## src/include/gxp_pkg.sv

```systemverilog
// Constants for the 8-line I/O expander port: register map, reset values,
// field positions, oscillator and serial bus settings.
// Assumes a single 20 MHz core clock and a two-wire serial host bus.
package gxp_pkg;

	// Core clock and internal oscillator
	localparam int unsigned CLK_HZ      = 20_000_000;
	localparam int unsigned INT_OSC_HZ  = 2_000_000;
	// Half periods of the internal oscillator, counted in core cycles
	localparam int unsigned INT_HALF_DIV = CLK_HZ / (2 * INT_OSC_HZ);
	localparam logic [3:0]  INT_HALF_MAX = 4'(INT_HALF_DIV - 1);

	// Register offsets
	localparam logic [7:0] ADDR_OPEN_DRAIN  = 8'h05;
	localparam logic [7:0] ADDR_POLARITY    = 8'h06;
	localparam logic [7:0] ADDR_DIRECTION   = 8'h07;
	localparam logic [7:0] ADDR_PIN_DATA    = 8'h08;
	localparam logic [7:0] ADDR_IRQ_MASK    = 8'h09;
	localparam logic [7:0] ADDR_SENSE_UPPER = 8'h0a;
	localparam logic [7:0] ADDR_SENSE_LOWER = 8'h0b;
	localparam logic [7:0] ADDR_IRQ_SOURCE  = 8'h0c;
	localparam logic [7:0] ADDR_EVENT_FLAGS = 8'h0d;
	localparam logic [7:0] ADDR_LEVEL_SHIFT = 8'h0e;
	localparam logic [7:0] ADDR_CLOCK_CFG   = 8'h0f;
	localparam logic [7:0] ADDR_MISC_CFG    = 8'h10;

	// Reset values
	localparam logic [7:0] RST_OPEN_DRAIN  = 8'h00;
	localparam logic [7:0] RST_POLARITY    = 8'h00;
	localparam logic [7:0] RST_DIRECTION   = 8'hff;
	localparam logic [7:0] RST_PIN_DATA    = 8'hff;
	localparam logic [7:0] RST_IRQ_MASK    = 8'hff;
	localparam logic [7:0] RST_SENSE       = 8'h00;
	localparam logic [7:0] RST_FLAGS       = 8'h00;
	localparam logic [7:0] RST_LEVEL_SHIFT = 8'h00;
	localparam logic [7:0] RST_CLOCK_CFG   = 8'h00;
	localparam logic [7:0] RST_MISC_CFG    = 8'h00;
	localparam logic [7:0] READ_UNMAPPED   = 8'h00;

	// Clock register fields
	localparam int unsigned CLK_SRC_LSB   = 5;
	localparam int unsigned CLK_DIR_BIT   = 4;
	localparam logic [1:0]  SRC_OFF       = 2'h0;
	localparam logic [1:0]  SRC_EXT       = 2'h1;
	localparam logic [1:0]  SRC_INT       = 2'h2;
	localparam logic [3:0]  CLKOUT_LOW    = 4'h0;
	localparam logic [3:0]  CLKOUT_HIGH   = 4'hf;

	// Miscellaneous register fields
	localparam int unsigned MISC_FADE_BIT     = 7;
	localparam int unsigned MISC_NO_AUTOINC   = 1;
	localparam int unsigned MISC_NO_AUTOCLEAR = 0;

	// Edge sensitivity codes
	localparam logic [1:0] EDGE_NONE    = 2'h0;
	localparam logic [1:0] EDGE_RISING  = 2'h1;
	localparam logic [1:0] EDGE_FALLING = 2'h2;
	localparam logic [1:0] EDGE_BOTH    = 2'h3;

	// Serial bus framing
	localparam logic [3:0] BITS_PER_BYTE = 4'h8;
	localparam logic [6:0] DEF_SLAVE_ADDR = 7'h3e; // Arbitrary default address

	// Serial slave states
	typedef enum logic [8:0] {
		SB_IDLE     = 9'h001,
		SB_ADDR     = 9'h002,
		SB_ADDR_ACK = 9'h004,
		SB_REG      = 9'h008,
		SB_REG_ACK  = 9'h010,
		SB_WDATA    = 9'h020,
		SB_WACK     = 9'h040,
		SB_RDATA    = 9'h080,
		SB_RACK     = 9'h100
	} gxp_bus_state_t;

endpackage

```

## src/hdl/gxp_port.sv

```systemverilog
// Eight-line I/O expander port with edge events, interrupt flags, clock pin
// management, reached by a host over a two-wire serial register bus.
// Assumes pins and serial bus lines are asynchronous; they are synchronised here.
// Summary of operation
// - Output line drives push-pull when open-drain bit is 0, else open-drain
// - Polarity bit 1 inverts pin to data relation for inputs and outputs
// - Direction bit 0 means output, 1 means input; all reset to 1
// - Data writes set levels on output lines; input lines stay undriven
// - Data reads return actual pin levels after polarity, whatever the direction
// - Only lines with mask bit 0 may raise the interrupt; masks reset to 1
// - Two-bit edge code per line: none, rising, falling or both
// - Upper sense register holds lines 7..4, lower 3..0, highest in bits 7:6
// - Unmasked matching edge sets source bit; interrupt low while any is set
// - Writing 1 to source bit clears it and its event bit
// - Interrupt output returns high once all source bits are clear
// - Matching edge sets event bit on every line regardless of mask
// - Writing 1 to event bit clears it and its source bit
// - Changing a line's edge code clears its event and source bits
// - Level-shift register holds a 2-bit mode per line pair; 00 is off
// - Clock bits 6:5 pick oscillator: off, external, internal 2 MHz, reserved
// - Clock bit 4 makes oscillator pin input (0) or clock output (1)
// - Clock bits 3:0: 0 low, F high, else oscillator divided by 2^(n-1)
// - Misc bit 7 selects linear or logarithmic fading for line 7
// - With auto-clear bit 0, a data read also clears all source bits
`timescale 1ns/100ps

module gxp_port
	import gxp_pkg::*;
#(
	parameter logic [6:0] SLAVE_ADDR = DEF_SLAVE_ADDR
) (
	input  wire logic       i_clk,
	input  wire logic       i_nrst,
	input  wire logic       i_scl,
	input  wire logic       i_sda,
	output logic            o_sda_out,
	output logic            o_sda_oe,
	input  wire logic [7:0] i_io_pin,
	output logic      [7:0] o_io_out,
	output logic      [7:0] o_io_oe,
	input  wire logic       i_osc_pin,
	output logic            o_osc_pin_out,
	output logic            o_osc_pin_oe,
	output logic            o_irq_out_n,
	output logic      [7:0] o_level_shift_mode,
	output logic      [1:0] o_osc_source,
	output logic            o_fade_log_mode
);

	// Registers
	logic [7:0] open_drain_enable_reg;
	logic [7:0] polarity_invert_reg;
	logic [7:0] direction_select_reg;
	logic [7:0] pin_data_reg;
	logic [7:0] irq_mask_reg;
	logic [7:0] edge_sense_upper_reg;
	logic [7:0] edge_sense_lower_reg;
	logic [7:0] irq_source_flags_reg;
	logic [7:0] event_flags_reg;
	logic [7:0] level_shift_mode_reg;
	logic [7:0] clock_config_reg;
	logic [7:0] misc_config_reg;

	// Synchronisers and edge history
	logic [7:0] io_meta_reg;
	logic [7:0] io_sync_reg;
	logic [7:0] data_prev_reg;
	logic [2:0] scl_sync_reg;
	logic [2:0] sda_sync_reg;
	logic [2:0] osc_sync_reg;

	// Serial slave state
	gxp_bus_state_t bus_state_reg;
	logic [7:0]     shift_reg;
	logic [7:0]     tx_reg;
	logic [3:0]     bit_cnt_reg;
	logic [7:0]     ptr_reg;
	logic           rw_reg;
	logic           nack_reg;
	logic           wr_en_reg;
	logic [7:0]     wr_addr_reg;
	logic [7:0]     wr_data_reg;
	logic           data_read_reg;

	// Oscillator state
	logic [3:0]  int_div_reg;
	logic [13:0] osc_cnt_reg;

	// Decoded values
	logic [7:0]  pin_value;
	logic [15:0] sense_all;
	logic [15:0] sense_new;
	logic [7:0]  edge_hit;
	logic [7:0]  sense_changed;
	logic [7:0]  flag_clear;
	logic        scl_rise;
	logic        scl_fall;
	logic        bus_start;
	logic        bus_stop;
	logic        half_tick;
	logic [1:0]  osc_src;
	logic [7:0]  ptr_step;

	// Register read decode, used for first and following bytes of a read
	function automatic logic [7:0] reg_read(input logic [7:0] addr);
		unique case (addr)
			ADDR_OPEN_DRAIN:  reg_read = open_drain_enable_reg;
			ADDR_POLARITY:    reg_read = polarity_invert_reg;
			ADDR_DIRECTION:   reg_read = direction_select_reg;
			ADDR_PIN_DATA:    reg_read = pin_value;
			ADDR_IRQ_MASK:    reg_read = irq_mask_reg;
			ADDR_SENSE_UPPER: reg_read = edge_sense_upper_reg;
			ADDR_SENSE_LOWER: reg_read = edge_sense_lower_reg;
			ADDR_IRQ_SOURCE:  reg_read = irq_source_flags_reg;
			ADDR_EVENT_FLAGS: reg_read = event_flags_reg;
			ADDR_LEVEL_SHIFT: reg_read = level_shift_mode_reg;
			ADDR_CLOCK_CFG:   reg_read = clock_config_reg;
			ADDR_MISC_CFG:    reg_read = misc_config_reg;
			default:          reg_read = READ_UNMAPPED;
		endcase
	endfunction

	// Write strobe for one register address
	function automatic logic wr_hit(input logic [7:0] addr);
		wr_hit = wr_en_reg && (wr_addr_reg == addr);
	endfunction

	// Two flops before any logic reads the pins
	always_ff @(posedge i_clk or negedge i_nrst) begin
		if (!i_nrst) begin
			io_meta_reg  <= 8'h00;
			io_sync_reg  <= 8'h00;
			scl_sync_reg <= 3'h7;
			sda_sync_reg <= 3'h7;
			osc_sync_reg <= 3'h0;
		end else begin
			io_meta_reg  <= i_io_pin;
			io_sync_reg  <= io_meta_reg;
			scl_sync_reg <= {scl_sync_reg[1:0], i_scl};
			sda_sync_reg <= {sda_sync_reg[1:0], i_sda};
			osc_sync_reg <= {osc_sync_reg[1:0], i_osc_pin};
		end
	end

	// Pin levels as seen through polarity
	assign pin_value = io_sync_reg ^ polarity_invert_reg;
	assign sense_all = {edge_sense_upper_reg, edge_sense_lower_reg};
	always_comb sense_new = {wr_hit(ADDR_SENSE_UPPER) ? wr_data_reg : edge_sense_upper_reg,
	                    wr_hit(ADDR_SENSE_LOWER) ? wr_data_reg : edge_sense_lower_reg};

	// Per-line edge match and sense change
	generate
		for (genvar i = 0; i < 8; i++) begin : g_line
			logic rise;
			logic fall;
			assign rise = pin_value[i] & ~data_prev_reg[i];
			assign fall = ~pin_value[i] & data_prev_reg[i];
			assign edge_hit[i] = (rise & sense_all[2*i]) | (fall & sense_all[2*i+1]);
			assign sense_changed[i] = sense_new[2*i+1 -: 2] != sense_all[2*i+1 -: 2];
		end
	endgenerate

	// Either flag register clears the pair, as does a sense change
	always_comb flag_clear = (wr_hit(ADDR_IRQ_SOURCE) ? wr_data_reg : 8'h00)
	                  | (wr_hit(ADDR_EVENT_FLAGS) ? wr_data_reg : 8'h00)
	                  | sense_changed;

	// Edge history
	always_ff @(posedge i_clk or negedge i_nrst) begin
		if (!i_nrst) begin
			data_prev_reg <= 8'h00;
		end else begin
			data_prev_reg <= pin_value;
		end
	end

	// Event flags; a new edge wins over a clear in the same cycle
	always_ff @(posedge i_clk or negedge i_nrst) begin
		if (!i_nrst) begin
			event_flags_reg <= RST_FLAGS;
		end else begin
			event_flags_reg <= (event_flags_reg & ~flag_clear) | edge_hit;
		end
	end

	// Interrupt source flags; data read clears all unless auto-clear is off
	always_ff @(posedge i_clk or negedge i_nrst) begin
		if (!i_nrst) begin
			irq_source_flags_reg <= RST_FLAGS;
		end else if (data_read_reg && !misc_config_reg[MISC_NO_AUTOCLEAR]) begin
			irq_source_flags_reg <= edge_hit & ~irq_mask_reg;
		end else begin
			irq_source_flags_reg <= (irq_source_flags_reg & ~flag_clear)
			                      | (edge_hit & ~irq_mask_reg);
		end
	end

	// Interrupt pin follows the source flags one cycle later
	always_ff @(posedge i_clk or negedge i_nrst) begin
		if (!i_nrst) begin
			o_irq_out_n <= 1'b1;
		end else begin
			o_irq_out_n <= ~|irq_source_flags_reg;
		end
	end

	// Configuration registers written from the serial bus
	always_ff @(posedge i_clk or negedge i_nrst) begin
		if (!i_nrst) begin
			open_drain_enable_reg <= RST_OPEN_DRAIN;
			polarity_invert_reg   <= RST_POLARITY;
			direction_select_reg  <= RST_DIRECTION;
			pin_data_reg          <= RST_PIN_DATA;
			irq_mask_reg          <= RST_IRQ_MASK;
			edge_sense_upper_reg  <= RST_SENSE;
			edge_sense_lower_reg  <= RST_SENSE;
			level_shift_mode_reg  <= RST_LEVEL_SHIFT;
			clock_config_reg      <= RST_CLOCK_CFG;
			misc_config_reg       <= RST_MISC_CFG;
		end else if (wr_en_reg) begin
			unique case (wr_addr_reg)
				ADDR_OPEN_DRAIN:  open_drain_enable_reg <= wr_data_reg;
				ADDR_POLARITY:    polarity_invert_reg   <= wr_data_reg;
				ADDR_DIRECTION:   direction_select_reg  <= wr_data_reg;
				ADDR_PIN_DATA:    pin_data_reg          <= wr_data_reg;
				ADDR_IRQ_MASK:    irq_mask_reg          <= wr_data_reg;
				ADDR_SENSE_UPPER: edge_sense_upper_reg  <= wr_data_reg;
				ADDR_SENSE_LOWER: edge_sense_lower_reg  <= wr_data_reg;
				ADDR_LEVEL_SHIFT: level_shift_mode_reg  <= wr_data_reg;
				ADDR_CLOCK_CFG:   clock_config_reg      <= wr_data_reg;
				ADDR_MISC_CFG:    misc_config_reg       <= wr_data_reg;
				default: ;
			endcase
		end
	end

	// Pin drivers; open-drain lines only ever pull low
	always_ff @(posedge i_clk or negedge i_nrst) begin
		if (!i_nrst) begin
			o_io_out <= 8'h00;
			o_io_oe  <= 8'h00;
		end else begin
			o_io_out <= pin_data_reg ^ polarity_invert_reg;
			o_io_oe  <= ~direction_select_reg
			          & ~(open_drain_enable_reg & (pin_data_reg ^ polarity_invert_reg));
		end
	end

	// Mode outputs straight from their registers
	always_ff @(posedge i_clk or negedge i_nrst) begin
		if (!i_nrst) begin
			o_level_shift_mode <= RST_LEVEL_SHIFT;
			o_fade_log_mode    <= 1'b0;
			o_osc_source       <= SRC_OFF;
		end else begin
			o_level_shift_mode <= level_shift_mode_reg;
			o_fade_log_mode    <= misc_config_reg[MISC_FADE_BIT];
			o_osc_source       <= osc_src;
		end
	end

	// Oscillator half periods: internal divider or both external edges
	assign osc_src   = clock_config_reg[CLK_SRC_LSB +: 2];
	assign half_tick = (osc_src == SRC_INT) ? (int_div_reg == INT_HALF_MAX)
	                 : (osc_src == SRC_EXT) ? (!clock_config_reg[CLK_DIR_BIT]
	                                           && (osc_sync_reg[2] != osc_sync_reg[1]))
	                 : 1'b0;

	// Internal oscillator divider runs only while selected
	always_ff @(posedge i_clk or negedge i_nrst) begin
		if (!i_nrst) begin
			int_div_reg <= 4'h0;
		end else if (osc_src != SRC_INT || int_div_reg == INT_HALF_MAX) begin
			int_div_reg <= 4'h0;
		end else begin
			int_div_reg <= int_div_reg + 4'h1;
		end
	end

	// Bit k of this counter toggles at the oscillator rate over 2^k
	always_ff @(posedge i_clk or negedge i_nrst) begin
		if (!i_nrst) begin
			osc_cnt_reg <= 14'h0000;
		end else if (half_tick) begin
			osc_cnt_reg <= osc_cnt_reg + 14'h0001;
		end
	end

	// Clock pin: direction and divided output
	always_ff @(posedge i_clk or negedge i_nrst) begin
		if (!i_nrst) begin
			o_osc_pin_out <= 1'b0;
			o_osc_pin_oe  <= 1'b0;
		end else begin
			o_osc_pin_oe <= clock_config_reg[CLK_DIR_BIT];
			unique case (clock_config_reg[3:0])
				CLKOUT_LOW:  o_osc_pin_out <= 1'b0;
				CLKOUT_HIGH: o_osc_pin_out <= 1'b1;
				default:     o_osc_pin_out <= osc_cnt_reg[clock_config_reg[3:0] - 4'h1];
			endcase
		end
	end

	// Serial bus conditions from the settled sync stages
	assign scl_rise  = scl_sync_reg[1] & ~scl_sync_reg[2];
	assign scl_fall  = ~scl_sync_reg[1] & scl_sync_reg[2];
	assign bus_start = scl_sync_reg[1] & scl_sync_reg[2] & ~sda_sync_reg[1] & sda_sync_reg[2];
	assign bus_stop  = scl_sync_reg[1] & scl_sync_reg[2] & sda_sync_reg[1] & ~sda_sync_reg[2];
	assign ptr_step  = misc_config_reg[MISC_NO_AUTOINC] ? ptr_reg : ptr_reg + 8'h01;

	// Serial slave: bits taken on clock rise, data line changed on clock fall
	always_ff @(posedge i_clk or negedge i_nrst) begin
		if (!i_nrst) begin
			bus_state_reg <= SB_IDLE;
			shift_reg     <= 8'h00;
			tx_reg        <= 8'h00;
			bit_cnt_reg   <= 4'h0;
			ptr_reg       <= 8'h00;
			rw_reg        <= 1'b0;
			nack_reg      <= 1'b0;
			o_sda_oe      <= 1'b0;
			wr_en_reg     <= 1'b0;
			wr_addr_reg   <= 8'h00;
			wr_data_reg   <= 8'h00;
			data_read_reg <= 1'b0;
		end else begin
			wr_en_reg     <= 1'b0;
			data_read_reg <= 1'b0;
			if (bus_start) begin
				bus_state_reg <= SB_ADDR;
				bit_cnt_reg   <= 4'h0;
				o_sda_oe      <= 1'b0;
			end else if (bus_stop) begin
				bus_state_reg <= SB_IDLE;
				o_sda_oe      <= 1'b0;
			end else if (scl_rise) begin
				shift_reg   <= {shift_reg[6:0], sda_sync_reg[1]};
				bit_cnt_reg <= bit_cnt_reg + 4'h1;
				nack_reg    <= sda_sync_reg[1];
			end else if (scl_fall) begin
				unique case (bus_state_reg)
					SB_IDLE: ;
					SB_ADDR: begin
						if (bit_cnt_reg == BITS_PER_BYTE) begin
							if (shift_reg[7:1] == SLAVE_ADDR) begin
								rw_reg        <= shift_reg[0];
								o_sda_oe      <= 1'b1;
								bus_state_reg <= SB_ADDR_ACK;
							end else begin
								bus_state_reg <= SB_IDLE;
							end
						end
					end
					SB_ADDR_ACK, SB_RACK: begin
						bit_cnt_reg <= 4'h0;
						if (!rw_reg) begin
							o_sda_oe      <= 1'b0;
							bus_state_reg <= SB_REG;
						end else if (bus_state_reg == SB_RACK && nack_reg) begin
							o_sda_oe      <= 1'b0;
							bus_state_reg <= SB_IDLE;
						end else begin
							tx_reg        <= reg_read(ptr_reg);
							o_sda_oe      <= ~|(reg_read(ptr_reg) >> (BITS_PER_BYTE - 4'h1));
							data_read_reg <= ptr_reg == ADDR_PIN_DATA;
							ptr_reg       <= ptr_step;
							bus_state_reg <= SB_RDATA;
						end
					end
					SB_REG, SB_WDATA: begin
						if (bit_cnt_reg == BITS_PER_BYTE) begin
							o_sda_oe      <= 1'b1;
							bus_state_reg <= (bus_state_reg == SB_REG) ? SB_REG_ACK : SB_WACK;
							if (bus_state_reg == SB_REG) begin
								ptr_reg <= shift_reg;
							end else begin
								wr_en_reg   <= 1'b1;
								wr_addr_reg <= ptr_reg;
								wr_data_reg <= shift_reg;
							end
						end
					end
					SB_REG_ACK: begin
						o_sda_oe      <= 1'b0;
						bit_cnt_reg   <= 4'h0;
						bus_state_reg <= SB_WDATA;
					end
					SB_WACK: begin
						o_sda_oe      <= 1'b0;
						bit_cnt_reg   <= 4'h0;
						ptr_reg       <= ptr_step;
						bus_state_reg <= SB_WDATA;
					end
					SB_RDATA: begin
						if (bit_cnt_reg == BITS_PER_BYTE) begin
							o_sda_oe      <= 1'b0; // Release for the host acknowledge
							bus_state_reg <= SB_RACK;
						end else begin
							tx_reg   <= {tx_reg[6:0], 1'b0};
							o_sda_oe <= ~tx_reg[6];
						end
					end
				endcase
			end
		end
	end

	// Data line is only ever pulled low
	always_ff @(posedge i_clk or negedge i_nrst) begin
		if (!i_nrst) begin
			o_sda_out <= 1'b0;
		end else begin
			o_sda_out <= 1'b0;
		end
	end

endmodule // gxp_port

```

## config.mk

```make
export PLATFORM = sky130hd
export DESIGN_NAME = gxp_port
export DESIGN_NICKNAME = d
export VERILOG_FILES = /design/src/include/gxp_pkg.sv /design/src/hdl/gxp_port.sv
export SDC_FILE = /design/constraint.sdc
export NUM_CORES = 1
export LEC_CHECK = 0
export BUFFER_PORTS_ARGS = -buffer_cell sky130_fd_sc_hd__buf_2
export CAP_MARGIN = 20
export CORE_ASPECT_RATIO = 0.7
export CORE_UTILIZATION = 50
export DETAILED_ROUTE_END_ITERATION = 6
export PLACE_DENSITY = 0.67
export SLEW_MARGIN = 20
export SYNTH_ARGS = -nofsm -noshare
export SYNTH_HDL_FRONTEND = slang
export SYNTH_SLANG_ARGS = --single-unit
```

## constraint.sdc

```tcl
create_clock -name i_clk -period 2.7 [get_ports i_clk]
set_clock_uncertainty 0.05 [all_clocks]
set_input_delay 0.54 -clock i_clk [delete_from_list [all_inputs] [get_ports i_clk]]
set_output_delay 0.54 -clock i_clk [all_outputs]
set_load 0.005 [all_outputs]
```

==> results.tsv <==
stage	metric	value	unit
outcome	status	complete, no violations	
global_route	GRT overflow	0	
timing	final setup vio count	0	
worst_setup_path	R2R cell count	5	
pwr	part of the power in registers	50.3	%
pwr	internal power	5.72	mW
worst_hold_path	worst hold start	i_scl	
worst_setup_path	Setup crit end kind	flip-flop	
place	GPL Wtd Cong	0.933	
timing	final setup margin	101	ps
global_route	Tot GR Track Use	25.9	%
floorplanning	die area	22100	um2
pwr	Sw Share	22.9	%
worst_setup_path	reg2reg setup slack	100	ps
synth	Main synth FF type	dfrtp_1	
pwr	Gate power share	4.7	%
place	buffers added on ports	43	
worst_setup_path	Worst R2R End	edge_sense_upper_reg[4]$_DFFE_PN0P_	
synth	XOR/XNOR share of the synthesized area	4.31	%
detailed_routing	# DRC	0	
worst_setup_path	worst path arrival time	2950	ps
finish	area delta synth->final	16.0	%
detailed_routing	Pre-antenna DRT Iters	6	
timing	RSZ-0062 raised after global routing	false	
worst_setup_path	required time worst endpoint	3060	ps
synth	syn nets	955	
detailed_routing	wire per inst	21.1	um
synth	Synth Register Bits	233	
cts	clock sinks	233	
cts	latest clock arrival within the worst-skew pair	520	ps
worst_setup_path	Top delay family on crit path	simple AND/OR/NAND/NOR gates	
worst_setup_path	crit path buf inv count	1	
finish	number of flip-flops in the largest register	14	
timing	Tmin final	2600	ps
timing	setup TNS	0	ps
synth	Yosys Warn Count	0	
timing	Max Freq	385	MHz
synth	largest family of logic cells by synthesized area	multiplexers	
cts	H-tree levels	1	
cts	TritonCTS clock tree	built	
synth	synth unique cells	72	
timing	Slew @ Worst Pin	698	ps
worst_setup_path	slowest stage cell, crit path	or4b_1	
cts	Worst-path clk slew	60	ps
synth	post-synthesis sequential area ratio	54.6	%
synth	ys async rst share	100	%
global_route	vias in the first global route	7637	
worst_setup_path	worst path cell trace	or4b_4 -> or4b_1 -> nor2_4 -> buf_4 -> mux2_2	
synth	Avg Inst Size Synth	11.6	um2
worst_hold_path	Hold Path Depth	1	
place	pre-CTS setup slack	130	ps
pwr	PwrDens	594	nW/um2
worst_setup_path	RR Startpoint	wr_addr_reg[5]$_DFFE_PN0P_	
finish	most frequent cells in the layout	201 x dfrtp_1, 97 x mux2_2, 68 x nand2_1	
cts	CTS Buffer Depth	3	
job	max cap viols	0	
detailed_routing	vias per inst	5.99	
detailed_routing	DR vias	7839	
cts	Clock Tree Root	clkbuf_16	
timing	period utilization	96.3	%
timing	Final Hold Fails	0	
finish	share of layout cells above drive strength 1	29.1	%
pwr	Leak Pwr	5.76	nW
detailed_routing	post-route ant nets	0	
synth	compound-gate portion of the synthesized area	11.8	%
floorplanning	FP Rows	44	
worst_setup_path	Crit Path Class	reg2reg	
detailed_routing	final WL	27600	um
worst_hold_path	Hold EP	scl_sync_reg[0]$_DFF_PN1_	
synth	simple-gate share of the synthesized area	11.6	%
worst_setup_path	Worst Setup SP	wr_addr_reg[5]$_DFFE_PN0P_	
global_route	largest net degree at the start of global routing	66	
pwr	peak supply drop	545	uV
worst_setup_path	critical path peak fanout	7	
floorplanning	Initial Utilization	51.4	%
synth	Synth Area in Adders	1.86	%
synth	multiplexer share of the synthesized area	12.6	%
synth	Mapped Area	10800	um2
cts	post-CTS setup buffer count	0	
finish	Inserted Diodes	0	
pwr	Clock power frac	45.0	%
floorplanning	Core Box Area	20900	um2
global_route	first-pass GRT wire length	44000	um
worst_hold_path	worst min path class	in2reg	
global_route	initial antenna violation count	0	
finish	nets	1044	
floorplanning	die width	177	um
worst_setup_path	Critical Path Source Type	flip-flop	
floorplanning	Top Ports	45	
cts	total CTS buffers	23	
pwr	NetSw	1.70	mW
floorplanning	Chip Height	125	um
finish	commonest non-fill, non-tap cell in the layout	dfrtp_1	
synth	cell count after synthesis	926	
finish	# fillers	1713	
detailed_routing	initial drt markers	832	
synth	Post-synth EDFFs	0	
worst_setup_path	Critical Path Max Stage Delay	690	ps
place	DP HPWL	19800	um
timing	normalized max-slew margin	53.5	%
timing	Max Slew Vio Count	0	
finish	final core occ	59.7	%
## what timing repair did
| item | 4_1_cts | 5_1_grt |
|---|---|---|
| hold endpoints to repair | 53 | 0 |
| hold buffers | 1 | 0 |
| endpoints found under the setup margin | 0 | 8 |
| gates resized for setup | 0 | 2 |
## stage by stage
stage | hold WS, ps | cell area (um2) | std cells | total power [mW]
after floorplan | 194 | 10800 | 926 | 3.94
after global placement | 282 | 11700 | 1265 | 4.13
after detailed placement | 285 | 11700 | 1265 | 4.14
after CTS | 51.4 | 12500 | 1308 | 7.47
after global routing | 54.5 | 12500 | 1308 | 7.67
final | 64.7 | 12500 | 1308 | 7.42
## final cells by class
type	count	area, um2	area share (%)
flip-flops and latches	233	5870	47.0
clock buffers	28	634	5.08
inverters	40	150	1.20
clock inverters	14	158	1.26
repair buffers	109	773	6.19
multi-input cells	608	4550	36.5
well taps	276	345	2.77
## how the worst max path moves through the flow
stage                                     endpoint  cells after the start
3_5_place_dp                  o_sda_oe$_DFFE_PN0P_                      9
5_1_grt               bus_state_reg[6]$_DFFE_PN0P_                      7
6_report       edge_sense_upper_reg[4]$_DFFE_PN0P_                      5
3_3_place_gp                  o_sda_oe$_DFFE_PN0P_                      9
4_1_cts                       o_sda_oe$_DFFE_PN0P_                      9
2_1_floorplan         bus_state_reg[6]$_DFFE_PN0P_                      8
## cells by family (layout without fill, tap and decap cells)
| group | after synthesis | count (layout) |
|---|---|---|
| adder cells (fa/ha/maj) | 16 | 16 |
| AND/OR/NAND/NOR | 229 | 229 |
| AO/OA/AOI/OAI | 190 | 190 |
| XOR/XNOR | 53 | 53 |
| flip-flops | 233 | 233 |
| other | 1 | 1 |
| multiplexers | 119 | 119 |
| buffers and inverters | 85 | 191 |
## power groups by stage
stage / clock network (mW) / logic (mW) / registers [mW]
final: 3.34 / 0.350 / 3.73
after global routing: 3.53 / 0.394 / 3.75
after CTS: 3.39 / 0.352 / 3.73
after detailed placement: 0 / 0.350 / 3.79
after global placement: 0 / 0.339 / 3.79
after floorplan: 0 / 0.193 / 3.74
## synth_stat cells (all sizes together) (8+ instances only)
cell,number,share of area (%)
dfrtp,201,47
mux2,105,11
nand2,68,2.4
o21ai,49,2.3
nor2,47,1.9
inv,40,1.4
a21oi,34,1.6
dfstp,32,7.8
xnor2,30,2.4
clkbuf,29,1.0
a22oi,23,1.6
xor2,23,1.9
nand3,20,0.93
buf,16,0.86
ha,16,1.9
nor3,14,0.80
o22ai,13,0.76
nand2b,12,0.70
a22o,11,0.90
mux2i,11,1.0
nand3b,11,0.77
a31oi,9,0.52
a222oi,8,0.74
nand4,8,0.47
## metal layers
layer	routed length [um]	global-route usage, %
met5	0	0
met4	442	5.58
met3	2800	7.05
met2	11200	34.8
met1	13200	40.9
Power figures use the tool's default switching activity.
